## config.mk

```make
export PLATFORM = sky130hd
export DESIGN_NAME = chsh_sync
export DESIGN_NICKNAME = d
export VERILOG_FILES = /design/src/chsh_pkg.sv /design/src/chsh_holdoff.sv /design/src/chsh_sync.sv
export SDC_FILE = /design/constraint.sdc
export NUM_CORES = 2
export LEC_CHECK = 0
export BUFFER_PORTS_ARGS = -buffer_cell sky130_fd_sc_hd__buf_2
export CAP_MARGIN = 15
export CORE_MARGIN = 4
export CORE_UTILIZATION = 62
export DETAILED_ROUTE_END_ITERATION = 8
export PLACE_DENSITY = 0.93
export SETUP_SLACK_MARGIN = 0.05
export SLEW_MARGIN = 5
export SYNTH_ARGS = -nofsm -noshare
export SYNTH_HDL_FRONTEND = slang
export SYNTH_HIERARCHICAL = 1
export SYNTH_SLANG_ARGS = --single-unit
```

## constraint.sdc

```tcl
create_clock -name clk_i -period 13.1 [get_ports clk_i]
set_input_delay 1.31 -clock clk_i [delete_from_list [all_inputs] [get_ports clk_i]]
set_output_delay 1.31 -clock clk_i [all_outputs]
set_load 0.05 [all_outputs]
```

## src/chsh_pkg.sv

```systemverilog
// Package of constants for the channel update synchronisation and hold-off block.
package chsh_pkg;

  // ***************************************************************
  // Widths of the microprocessor port.
  // ***************************************************************
  localparam int CHSH_ADDR_W = 12;  // Channel page in bits 11:8, offset in bits 7:0.
  localparam int CHSH_DATA_W = 16;  // Data word of the port.
  localparam int CHSH_CNT_W = 16;   // Hold-off counter width.
  localparam int CHSH_NFUNC = 3;    // Start, hop and beam.

  // ***************************************************************
  // External register addresses, taken from address bits 2:0.
  // ***************************************************************
  localparam logic [2:0] CHSH_EXT_MODE = 3'h4;  // Sleep and program bits.
  localparam logic [2:0] CHSH_EXT_SYNC = 3'h5;  // Trigger selects and commands.

  // ***************************************************************
  // Field positions of the external registers.
  // ***************************************************************
  localparam int CHSH_SLEEP_POS = 0;  // Sleep bits, one per channel.
  localparam int CHSH_PROG_POS = 4;   // Program-mode bits, one per channel.
  localparam int CHSH_SEL_POS = 0;    // Trigger-select bits, one per channel.
  localparam int CHSH_CMD_POS = 4;    // Start, hop, beam command bits in that order.

  // ***************************************************************
  // Channel register offsets within a channel page.
  // ***************************************************************
  localparam logic [7:0] CHSH_OFF_START_CNT = 8'h00;  // Start hold-off count.
  localparam logic [7:0] CHSH_OFF_CTRL = 8'h01;       // Channel control.
  localparam logic [7:0] CHSH_OFF_FREQ = 8'h02;       // NCO frequency shadow.
  localparam logic [7:0] CHSH_OFF_FREQ_CNT = 8'h03;   // Frequency hold-off count.
  localparam logic [7:0] CHSH_OFF_PHASE = 8'h04;      // Phase offset shadow.
  localparam logic [7:0] CHSH_OFF_PHASE_CNT = 8'h05;  // Phase hold-off count.
  localparam logic [7:0] CHSH_OFF_MEM = 8'h80;        // First memory word; bit 7 marks memory.

  // ***************************************************************
  // Channel control field positions.
  // ***************************************************************
  localparam int CHSH_CTRL_W = 8;         // Stored width of the control register.
  localparam int CHSH_CTRL_PCLR = 2;      // Clear phase accumulator on sync.
  localparam int CHSH_CTRL_PIN_EN = 3;    // Sync pin enable.
  localparam int CHSH_CTRL_PIN_POS = 5;   // Start, hop, beam on-pin bits in that order.

  // ***************************************************************
  // Reset values.
  // ***************************************************************
  localparam logic [15:0] CHSH_RST_WORD = 16'h0000;  // Counts, shadows and control.
  localparam logic [3:0] CHSH_RST_SLEEP = 4'hF;      // Every channel asleep.
  localparam logic [3:0] CHSH_RST_PROG = 4'h0;       // No channel in program mode.

  // Offset of the hold-off count for function f: 0 start, 1 hop, 2 beam.
  function automatic logic [7:0] chsh_ho_off(input int f);
    case (f)
      0: chsh_ho_off = CHSH_OFF_START_CNT;
      1: chsh_ho_off = CHSH_OFF_FREQ_CNT;
      default: chsh_ho_off = CHSH_OFF_PHASE_CNT;
    endcase
  endfunction

endpackage

```

## src/chsh_holdoff.sv

```systemverilog
// One hold-off counter that delays a shadowed update by a programmed number of clocks.
`timescale 1ns/1ps
`default_nettype none
module chsh_holdoff #(
  parameter int CNT_W = chsh_pkg::CHSH_CNT_W
) (
  input wire logic clk_i,                 // Master clock.
  input wire logic sys_rst_i,             // Asynchronous reset, active high.
  input wire logic wr_i,                  // Software write of the count.
  input wire logic [CNT_W-1:0] wdata_i,   // Count to store.
  input wire logic trig_i,                // Soft or pin trigger.
  output logic [CNT_W-1:0] count_o,       // Live count for read-back.
  output logic busy_o,                    // Countdown in progress.
  output logic fire_o                     // One-cycle update pulse.
);
  import chsh_pkg::*;

  // ***************************************************************
  // State.
  // ***************************************************************
  typedef enum logic [1:0] {
    CHSH_HO_IDLE = 2'b01,
    CHSH_HO_RUN = 2'b10
  } chsh_ho_st_t;

  typedef struct packed {
    chsh_ho_st_t st;        // Idle or counting.
    logic [CNT_W-1:0] cnt;  // Remaining count.
    logic fire;             // Update pulse.
  } chsh_ho_t;

  chsh_ho_t q;  // Registered state.
  chsh_ho_t d;  // Next state.

  if (CNT_W < 2) begin : g_chk
    $error("Hold-off counter needs at least two bits.");
  end

  // Next-state logic: load while idle, count down once per clock, fire at one.
  always_comb begin
    d = q;
    d.fire = 1'b0;
    case (q.st)
      CHSH_HO_IDLE: begin
        if (wr_i) begin
          d.cnt = wdata_i;
        end
        // A trigger on a count of zero or one updates on the next clock.
        if (trig_i) begin
          if (q.cnt <= CNT_W'(1)) begin
            d.fire = 1'b1;
          end else begin
            d.st = CHSH_HO_RUN;
          end
        end
      end
      CHSH_HO_RUN: begin
        if (q.cnt <= CNT_W'(1)) begin
          // Fired: back to idle with the count left at one, so a later trigger fires on the next clock.
          d.fire = 1'b1;
          d.st = CHSH_HO_IDLE;
        end else begin
          d.cnt = q.cnt - CNT_W'(1);
        end
      end
      default: begin
        d.st = CHSH_HO_IDLE;
      end
    endcase
  end

  // State register.
  always_ff @(posedge clk_i or posedge sys_rst_i) begin
    if (sys_rst_i) begin
      q.st <= CHSH_HO_IDLE;
      q.cnt <= CNT_W'(CHSH_RST_WORD);
      q.fire <= 1'b0;
    end else begin
      q <= d;
    end
  end

  assign count_o = q.cnt;
  assign busy_o = (q.st == CHSH_HO_RUN);
  assign fire_o = q.fire;
endmodule // chsh_holdoff
`default_nettype wire

```

## src/chsh_sync.sv

```systemverilog
// Channel start, NCO frequency and NCO phase synchronisation with hold-off counters.
`timescale 1ns/1ps
`default_nettype none
module chsh_sync #(
  parameter int NUM_CH = 4  // Number of channels served.
) (
  input wire logic clk_i,                                        // Master clock, 40 MHz.
  input wire logic sys_rst_i,                                    // Asynchronous reset.
  input wire logic ext_sel_i,                                    // Access to external regs.
  input wire logic [chsh_pkg::CHSH_ADDR_W-1:0] addr_i,           // Register address.
  input wire logic [chsh_pkg::CHSH_DATA_W-1:0] wdata_i,          // Write data.
  input wire logic wr_i,                                         // Write strobe, one cycle.
  input wire logic rd_i,                                         // Read strobe, one cycle.
  input wire logic sync_pin_i,                                   // External sync pin.
  output logic [chsh_pkg::CHSH_DATA_W-1:0] rdata_o,              // Read data, next cycle.
  output logic [NUM_CH-1:0] chan_run_o,                          // Channel runs.
  output logic [NUM_CH-1:0][chsh_pkg::CHSH_CTRL_W-1:0] chan_ctrl_o,  // Control bits.
  output logic [NUM_CH-1:0][chsh_pkg::CHSH_DATA_W-1:0] nco_freq_o,   // Active frequency.
  output logic [NUM_CH-1:0] freq_load_o,                         // Frequency load pulse.
  output logic [NUM_CH-1:0][chsh_pkg::CHSH_DATA_W-1:0] nco_phase_o,  // Active phase offset.
  output logic [NUM_CH-1:0] phase_load_o,                        // Phase load pulse.
  output logic [NUM_CH-1:0] phase_clear_o,                       // Accumulator clear pulse.
  output logic [NUM_CH-1:0] mem_we_o,                            // Memory write pulse.
  output logic [6:0] mem_addr_o,                                 // Memory word address.
  output logic [chsh_pkg::CHSH_DATA_W-1:0] mem_wdata_o           // Memory write data.
);
  import chsh_pkg::*;

  // ***************************************************************
  // Parameter check.
  // ***************************************************************
  if (NUM_CH < 1 || NUM_CH > 4) begin : g_chk
    $error("The register map serves one to four channels.");
  end

  // ***************************************************************
  // State of the block, held as one packed struct.
  // ***************************************************************
  typedef struct packed {
    logic [NUM_CH-1:0] sleep;                          // Sleep bits.
    logic [NUM_CH-1:0] prog;                           // Program-mode bits.
    logic [NUM_CH-1:0] sel;                            // Stored trigger selects.
    logic [NUM_CH-1:0][CHSH_CTRL_W-1:0] ctrl;          // Channel control.
    logic [NUM_CH-1:0][CHSH_DATA_W-1:0] freq_shadow;   // Pending frequency.
    logic [NUM_CH-1:0][CHSH_DATA_W-1:0] nco_freq;      // Active frequency.
    logic [NUM_CH-1:0][CHSH_DATA_W-1:0] phase_shadow;  // Pending phase offset.
    logic [NUM_CH-1:0][CHSH_DATA_W-1:0] nco_phase;     // Active phase offset.
    logic [NUM_CH-1:0] freq_load;                      // Frequency load pulse.
    logic [NUM_CH-1:0] phase_load;                     // Phase load pulse.
    logic [NUM_CH-1:0] phase_clear;                    // Accumulator clear pulse.
    logic [NUM_CH-1:0] mem_we;                         // Memory write pulse.
    logic [6:0] mem_addr;                              // Memory word address.
    logic [CHSH_DATA_W-1:0] mem_wdata;                 // Memory write data.
    logic [CHSH_DATA_W-1:0] rdata;                     // Read data.
  } chsh_state_t;

  chsh_state_t q;  // Registered state.
  chsh_state_t d;  // Next state.

  // Hold-off counter signals, indexed by channel then function.
  logic [NUM_CH-1:0][CHSH_NFUNC-1:0] ho_wr;                   // Count writes.
  logic [NUM_CH-1:0][CHSH_NFUNC-1:0] ho_trig;                 // Triggers.
  logic [NUM_CH-1:0][CHSH_NFUNC-1:0] ho_busy;                 // Counting.
  logic [NUM_CH-1:0][CHSH_NFUNC-1:0] ho_fire;                 // Update pulses.
  logic [NUM_CH-1:0][CHSH_NFUNC-1:0][CHSH_CNT_W-1:0] ho_cnt;  // Live counts.
  logic ext_sync_wr;                                          // Write of sync register.

  // True when the address hits offset off of channel ch; page n is channel n-1.
  function automatic logic chan_hit(input logic [CHSH_ADDR_W-1:0] a, input int ch,
                                    input logic [7:0] off);
    chan_hit = (a[11:8] == 4'(ch + 1)) && (a[7:0] == off);
  endfunction

  // ***************************************************************
  // Hold-off counters, three per channel.
  // ***************************************************************
  // One decode of the sync register write serves every counter.
  assign ext_sync_wr = wr_i && ext_sel_i && (addr_i[2:0] == CHSH_EXT_SYNC);

  for (genvar c = 0; c < NUM_CH; c++) begin : g_ch
    for (genvar f = 0; f < CHSH_NFUNC; f++) begin : g_fn
      // Count writes go straight to the counter of that function.
      assign ho_wr[c][f] = wr_i && !ext_sel_i && chan_hit(addr_i, c, chsh_ho_off(f));
      // Soft trigger: command bit and channel select in one write; pin trigger:
      // on-pin bit and pin enable set, pin sampled high.
      // The on-pin bit clears one clock after the fire pulse, so the pin is
      // masked in that clock; a counter left at one would fire again otherwise.
      // A soft sync in that clock is a fresh arm and is let through.
      assign ho_trig[c][f] =
        (ext_sync_wr && wdata_i[CHSH_CMD_POS + f] && wdata_i[CHSH_SEL_POS + c]) ||
        (sync_pin_i && q.ctrl[c][CHSH_CTRL_PIN_EN] &&
         q.ctrl[c][CHSH_CTRL_PIN_POS + f] && !ho_fire[c][f]);

      // Each function of each channel owns one counter.
      chsh_holdoff #(
        .CNT_W(CHSH_CNT_W)
      ) u_ho (
        .clk_i(clk_i),
        .sys_rst_i(sys_rst_i),
        .wr_i(ho_wr[c][f]),
        .wdata_i(wdata_i),
        .trig_i(ho_trig[c][f]),
        .count_o(ho_cnt[c][f]),
        .busy_o(ho_busy[c][f]),
        .fire_o(ho_fire[c][f])
      );
    end
  end

  // ***************************************************************
  // Next-state logic: register writes, counter effects, then reads.
  // ***************************************************************
  always_comb begin
    d = q;
    d.freq_load = '0;
    d.phase_load = '0;
    d.phase_clear = '0;
    d.mem_we = '0;
    // External register writes.
    if (wr_i && ext_sel_i) begin
      if (addr_i[2:0] == CHSH_EXT_MODE) begin
        // Clearing both bits lets a channel run at once.
        d.sleep = wdata_i[CHSH_SLEEP_POS +: NUM_CH];
        d.prog = wdata_i[CHSH_PROG_POS +: NUM_CH];
      end else if (addr_i[2:0] == CHSH_EXT_SYNC) begin
        // Only the selects are kept; commands act through the counters.
        d.sel = wdata_i[CHSH_SEL_POS +: NUM_CH];
      end
    end
    for (int c = 0; c < NUM_CH; c++) begin
      // Channel register writes.
      if (wr_i && !ext_sel_i) begin
        // Setting an on-pin bit arms that pin trigger.
        if (chan_hit(addr_i, c, CHSH_OFF_CTRL)) begin
          d.ctrl[c] = wdata_i[CHSH_CTRL_W-1:0];
        end
        if (chan_hit(addr_i, c, CHSH_OFF_FREQ)) begin
          d.freq_shadow[c] = wdata_i;
          // With no hold-off pending the new frequency goes through at once.
          if (ho_cnt[c][1] == '0 && !ho_busy[c][1]) begin
            d.nco_freq[c] = wdata_i;
            d.freq_load[c] = 1'b1;
          end
        end
        // Phase offset follows the frequency rule.
        if (chan_hit(addr_i, c, CHSH_OFF_PHASE)) begin
          d.phase_shadow[c] = wdata_i;
          if (ho_cnt[c][2] == '0 && !ho_busy[c][2]) begin
            d.nco_phase[c] = wdata_i;
            d.phase_load[c] = 1'b1;
          end
        end
        // Memory words are only taken in program mode.
        // All other offsets of a page ignore program mode.
        if (addr_i[11:8] == 4'(c + 1) && addr_i[7] && q.prog[c]) begin
          d.mem_we[c] = 1'b1;
          d.mem_addr = addr_i[6:0];
          d.mem_wdata = wdata_i;
        end
      end
      // Any trigger reaching a channel is a sync event for the phase clear.
      if (|ho_trig[c] && q.ctrl[c][CHSH_CTRL_PCLR]) begin
        d.phase_clear[c] = 1'b1;
      end
      // Counter effects come last so they win over a same-cycle write.
      // A fire also clears its on-pin bit, which disarms the pin.
      if (ho_fire[c][0]) begin
        d.sleep[c] = 1'b0;
        d.ctrl[c][CHSH_CTRL_PIN_POS] = 1'b0;
      end
      if (ho_fire[c][1]) begin
        d.nco_freq[c] = q.freq_shadow[c];
        d.freq_load[c] = 1'b1;
        d.ctrl[c][CHSH_CTRL_PIN_POS + 1] = 1'b0;
      end
      if (ho_fire[c][2]) begin
        d.nco_phase[c] = q.phase_shadow[c];
        d.phase_load[c] = 1'b1;
        d.ctrl[c][CHSH_CTRL_PIN_POS + 2] = 1'b0;
      end
    end
    // Read mux; unmapped addresses read zero.
    // Command bits are not stored and read zero.
    // The read data holds between reads.
    if (rd_i) begin
      d.rdata = '0;
      if (ext_sel_i) begin
        if (addr_i[2:0] == CHSH_EXT_MODE) begin
          d.rdata[CHSH_SLEEP_POS +: NUM_CH] = q.sleep;
          d.rdata[CHSH_PROG_POS +: NUM_CH] = q.prog;
        end else if (addr_i[2:0] == CHSH_EXT_SYNC) begin
          d.rdata[CHSH_SEL_POS +: NUM_CH] = q.sel;
        end
      end else begin
        for (int c = 0; c < NUM_CH; c++) begin
          // Counts read back live, so a countdown can be watched.
          for (int f = 0; f < CHSH_NFUNC; f++) begin
            if (chan_hit(addr_i, c, chsh_ho_off(f))) begin
              d.rdata = ho_cnt[c][f];
            end
          end
          if (chan_hit(addr_i, c, CHSH_OFF_CTRL)) begin
            d.rdata[CHSH_CTRL_W-1:0] = q.ctrl[c];
          end
          if (chan_hit(addr_i, c, CHSH_OFF_FREQ)) begin
            d.rdata = q.freq_shadow[c];
          end
          if (chan_hit(addr_i, c, CHSH_OFF_PHASE)) begin
            d.rdata = q.phase_shadow[c];
          end
        end
      end
    end
  end

  // ***************************************************************
  // State register; reset puts every channel to sleep.
  // ***************************************************************
  // The reset branch loads constants only.
  always_ff @(posedge clk_i or posedge sys_rst_i) begin
    if (sys_rst_i) begin
      q <= '0;
      q.sleep <= CHSH_RST_SLEEP[NUM_CH-1:0];
      q.prog <= CHSH_RST_PROG[NUM_CH-1:0];
    end else begin
      q <= d;
    end
  end

  // ***************************************************************
  // Outputs.
  // ***************************************************************
  // Data outputs are flip-flops of the state.
  // The run level is one gate over two of them.
  // Load and clear pulses last one clock.
  assign chan_run_o = ~(q.prog | q.sleep);
  assign chan_ctrl_o = q.ctrl;
  assign nco_freq_o = q.nco_freq;
  assign freq_load_o = q.freq_load;
  assign nco_phase_o = q.nco_phase;
  assign phase_load_o = q.phase_load;
  assign phase_clear_o = q.phase_clear;
  assign mem_we_o = q.mem_we;
  assign mem_addr_o = q.mem_addr;
  assign mem_wdata_o = q.mem_wdata;
  assign rdata_o = q.rdata;

  // ***************************************************************
  // Checks per channel.
  // ***************************************************************
  // Each channel is checked on its own.
  // The counters check their own stepping.
  for (genvar c = 0; c < NUM_CH; c++) begin : g_chk_ch

  end
endmodule // chsh_sync
`default_nettype wire

```

==> impl_metrics.csv <==
group,metric,value,unit
clock_tree,numCtsBuffers,61,
critical_path,cp-end-kind,"flop",
layout,final_net_count,3756,
global_route,grt_max_degree,119,
layout,final_area,0.03782,mm²
logic_synthesis,synth.most_common_cell,"dfrtp_1",
floorplan,row_count,89,
logic_synthesis,syn_inst,3976,
logic_synthesis,synth_top_family_by_area,"compound AO/OA/AOI/OAI gates",
routing,viasPerCell,7.497,
logic_synthesis,synthTopCellsByArea,"dfrtp_1 38%, buf_4 8.5%, mux2_2 6.1%",
timing,drv_slew,0,
floorplan,die_area,0.06401,mm²
layout,drive_gt1_share,19.72,%
worst_hold_path,min_path_type,"flop to flop",
flow_run,maxCapViolCount,0,
clock_tree,clock-sinks,583,
global_route,grt_pass1_wl,207.3,mm
layout,final.fill_count,4485,
global_route,grt_usage,42.71,%
layout,multi_input_area,0.01807,mm²
clock_tree,clk_path_buf_depth,3,
clock_tree,postCtsHoldBufs,0,
logic_synthesis,synth_seq_area_share,39.25,%
power,leakage,16.12,nW
timing,finalSetupTns,0,ns
logic_synthesis,synth.cells.most_frequent,"567 x dfrtp_1, 421 x buf_4, 366 x o21ai_0",
logic_synthesis,syn_avg_cell_area,9.361,µm²
logic_synthesis,synth_compound_area_share,20.39,%
logic_synthesis,netlist_area,0.03722,mm²
critical_path,crit_slowest_cell,"nor3_2",
layout,final_util,63.83,%
critical_path,crit_chain,"buf_2 > nor3_2 > nand2_1 > nor2_1 > nand2_1 > nor2_1 > mux2i_1 > a41o_1 > nand2b_1 > o21ai_0",
placed_design,gp_congestion,1.118,
placed_design,placed_area,0.03562,mm²
critical_path,worstPathRequired,13.66,ns
timing,layout_min_cycle_time,4.645,ns
logic_synthesis,synth_ff_type,"dfrtp_1",
power,finalPower,4.942,mW
routing,wl_per_cell,31.31,µm
routing,vias,33770,
layout,seq_area,0.01461,mm²
floorplan,die_h,253.0,µm
routing,ant_nets,0,
placed_design,portBuffers,252,
clock_tree,cts-htree-levels,2,
critical_path,arrival,5.20,ns
timing,finClkSkew,0.02361,ns
critical_path,critical_path.max_stage_delay,0.68,ns
layout,syn2layout_area_growth,1.600,%
timing,rsz0062_at_grt,"false",
global_route,first_global_vias,31900,
floorplan,core,0.05924,mm²
critical_path,critPathLaunchType,"primary input",
clock_tree,worstSkewPairLatency,0.66,ns
placed_design,dp_cells,4383,
logic_synthesis,synth_top_area_share,38.12,%
logic_synthesis,ys_types,90,
logic_synthesis,synthArstFlopShare,100.0,%
logic_synthesis,synth_seq_cells,583,
timing,tightest_slew,1.365,ns
timing,min_period_over_period,35.46,%
clock_tree,path_clk_slew,0.07,ns
clock_tree,cts_repair_resize_count,0,
critical_path,worstPathMaxFanout,21,
routing,routed_wl,141.0,mm
logic_synthesis,synthAdderAreaFrac,1.614,%
logic_synthesis,synth-edff-count,0,
logic_synthesis,synth_xor_area_share,0.04706,%
logic_synthesis,synth_area_leader_cell,"dfrtp_1",
logic_synthesis,synth.area.mux_share,10.49,%
routing,drt-initial-drc-count,5685,
outcome,status,"complete, no violations",
global_route,overflow,0,
timing,maxSlewHeadroom,9.013,%
timing,setup_viol,0,
logic_synthesis,synthSimpleGateAreaFrac,15.90,%
floorplan,ios,253,
power,power.density,130.7,mW/mm²
placed_design,dp_hpwl,94.85,mm
routing,drt_pass1_iterations,9,
floorplan,initial_utilization,62.83,%
routing,drc_errors,0,
critical_path,crit_type,"primary input to flop",
clock_tree,cts_root_buf,"clkbuf_16",
power,ir_drop,0.1053,mV
timing,clock.fmax,215.3,MHz
logic_synthesis,synth_warnings,6,
clock_tree,postCtsSetupRepairBufs,0,
timing,finalHoldViolations,0,
layout,instances_no_fill,4505,
logic_synthesis,syn_nets,4058,
clock_tree,cts_tree,"built",
floorplan,die_x,253.0,µm
global_route,grt_antenna_before_repair,14,
==> stage by stage <==
stage | worst slack, ns | hold WS (ns)
after detailed placement | 8.003 | 0.4599
after floorplan | 1.948 | 0.3919
final | 8.455 | 0.4797
after global placement | 8.192 | 0.4353
after global routing | 8.261 | 0.4948
after CTS | 8.640 | 0.4689
==> sequential cells by signal, summed over array words and instances, names as in the netlist <==
name,count
chan_ctrl_o,32
phase_clear_o,4
mem_addr_o,7
g_ch.g_fn.u_ho/count_o,192
mem_wdata_o,16
g_ch.g_fn.u_ho/q,24
mem_we_o,4
q,140
freq_load_o,4
nco_freq_o,64
phase_load_o,4
g_ch.g_fn.u_ho/fire_o,12
rdata_o,16
nco_phase_o,64
==> cells in the final DEF (no fill, tap or decap), types with 41 or more instances in the layout <==
cell type  instances
dfrtp_1          567
o21ai_0          366
nand2_1          287
buf_2            252
mux2_2           201
nor2_1           191
a21oi_1          188
mux2i_1          164
inv_1            109
a22oi_1           93
nor3_1            87
o21ai_1           74
nor4_1            71
o2bb2ai_1         65
clkbuf_16         61
a32oi_1           51
ha_1              48
a31oi_1           45
nand4_1           41
==> metal layers <==
layer	vias to the layer above	part of all wire, %	GRT usage, %
li1	13720	-	-
met1	16040	35	56.22
met2	3212	40	58.82
met3	786	17	17.01
met4	10	8.2	26.75
met5	-	0.048	0
==> worst paths after layout <==
check | to | cells after the start | from | slack, ns
worst max-delay path | g_ch[3].g_fn[2].u_ho/count_o[15] | 10 | addr_i[4] | 8.46
worst min-delay path | q[353] | 1 | g_ch[2].g_fn[0].u_ho/fire_o | 0.48
worst max register to register | nco_phase_o[46] | 5 | g_ch[2].g_fn[2].u_ho/count_o[4] | 9.97
worst min register to register | q[353] | 1 | g_ch[2].g_fn[0].u_ho/fire_o | 0.48
max in group asynchronous | nco_freq_o[27] | 3 | sys_rst_i | 10.23
min in group asynchronous | mem_wdata_o[15] | 2 | sys_rst_i | 1.17
==> critical path: cells and delay by family <==
family                 cells  cell delay, ns
AOI/OAI and AO/OA          2            0.78
buffers and inverters      1            0.11
muxes                      1            0.20
and+or+nand+nor            6            2.78
==> report_power, final <==
part           internal, mW  leakage, nW  total, mW  switching, mW
combinational         0.340         7.56       1.07          0.731
clock                  1.08         1.04       1.85          0.769
sequential             1.89         7.52       2.02          0.129
total                  3.31         16.1       4.94           1.63
==> area by class of cell <==
| type | instances | share of cell area [%] |
|---|---|---|
| Timing Repair Buffer | 292 | 4.182 |
| Antenna cell | 9 | 0.05956 |
| Clock buffer | 81 | 4.447 |
| Clock inverter | 31 | 1.228 |
| Multi-Input combinational cell | 2626 | 47.78 |
| Tap cell | 773 | 2.558 |
| Inverter | 110 | 1.112 |
| Sequential cell | 583 | 38.63 |
==> kinds of logic after synthesis <==
group | after synthesis
AND/OR/NAND/NOR | 1037
multiplexers | 365
buffers and inverters | 767
XOR/XNOR | 2
adder cells (fa/ha/maj) | 48
flip-flops | 583
AO/OA/AOI/OAI | 1174
Note: power is estimated with default switching activity, not from simulation.
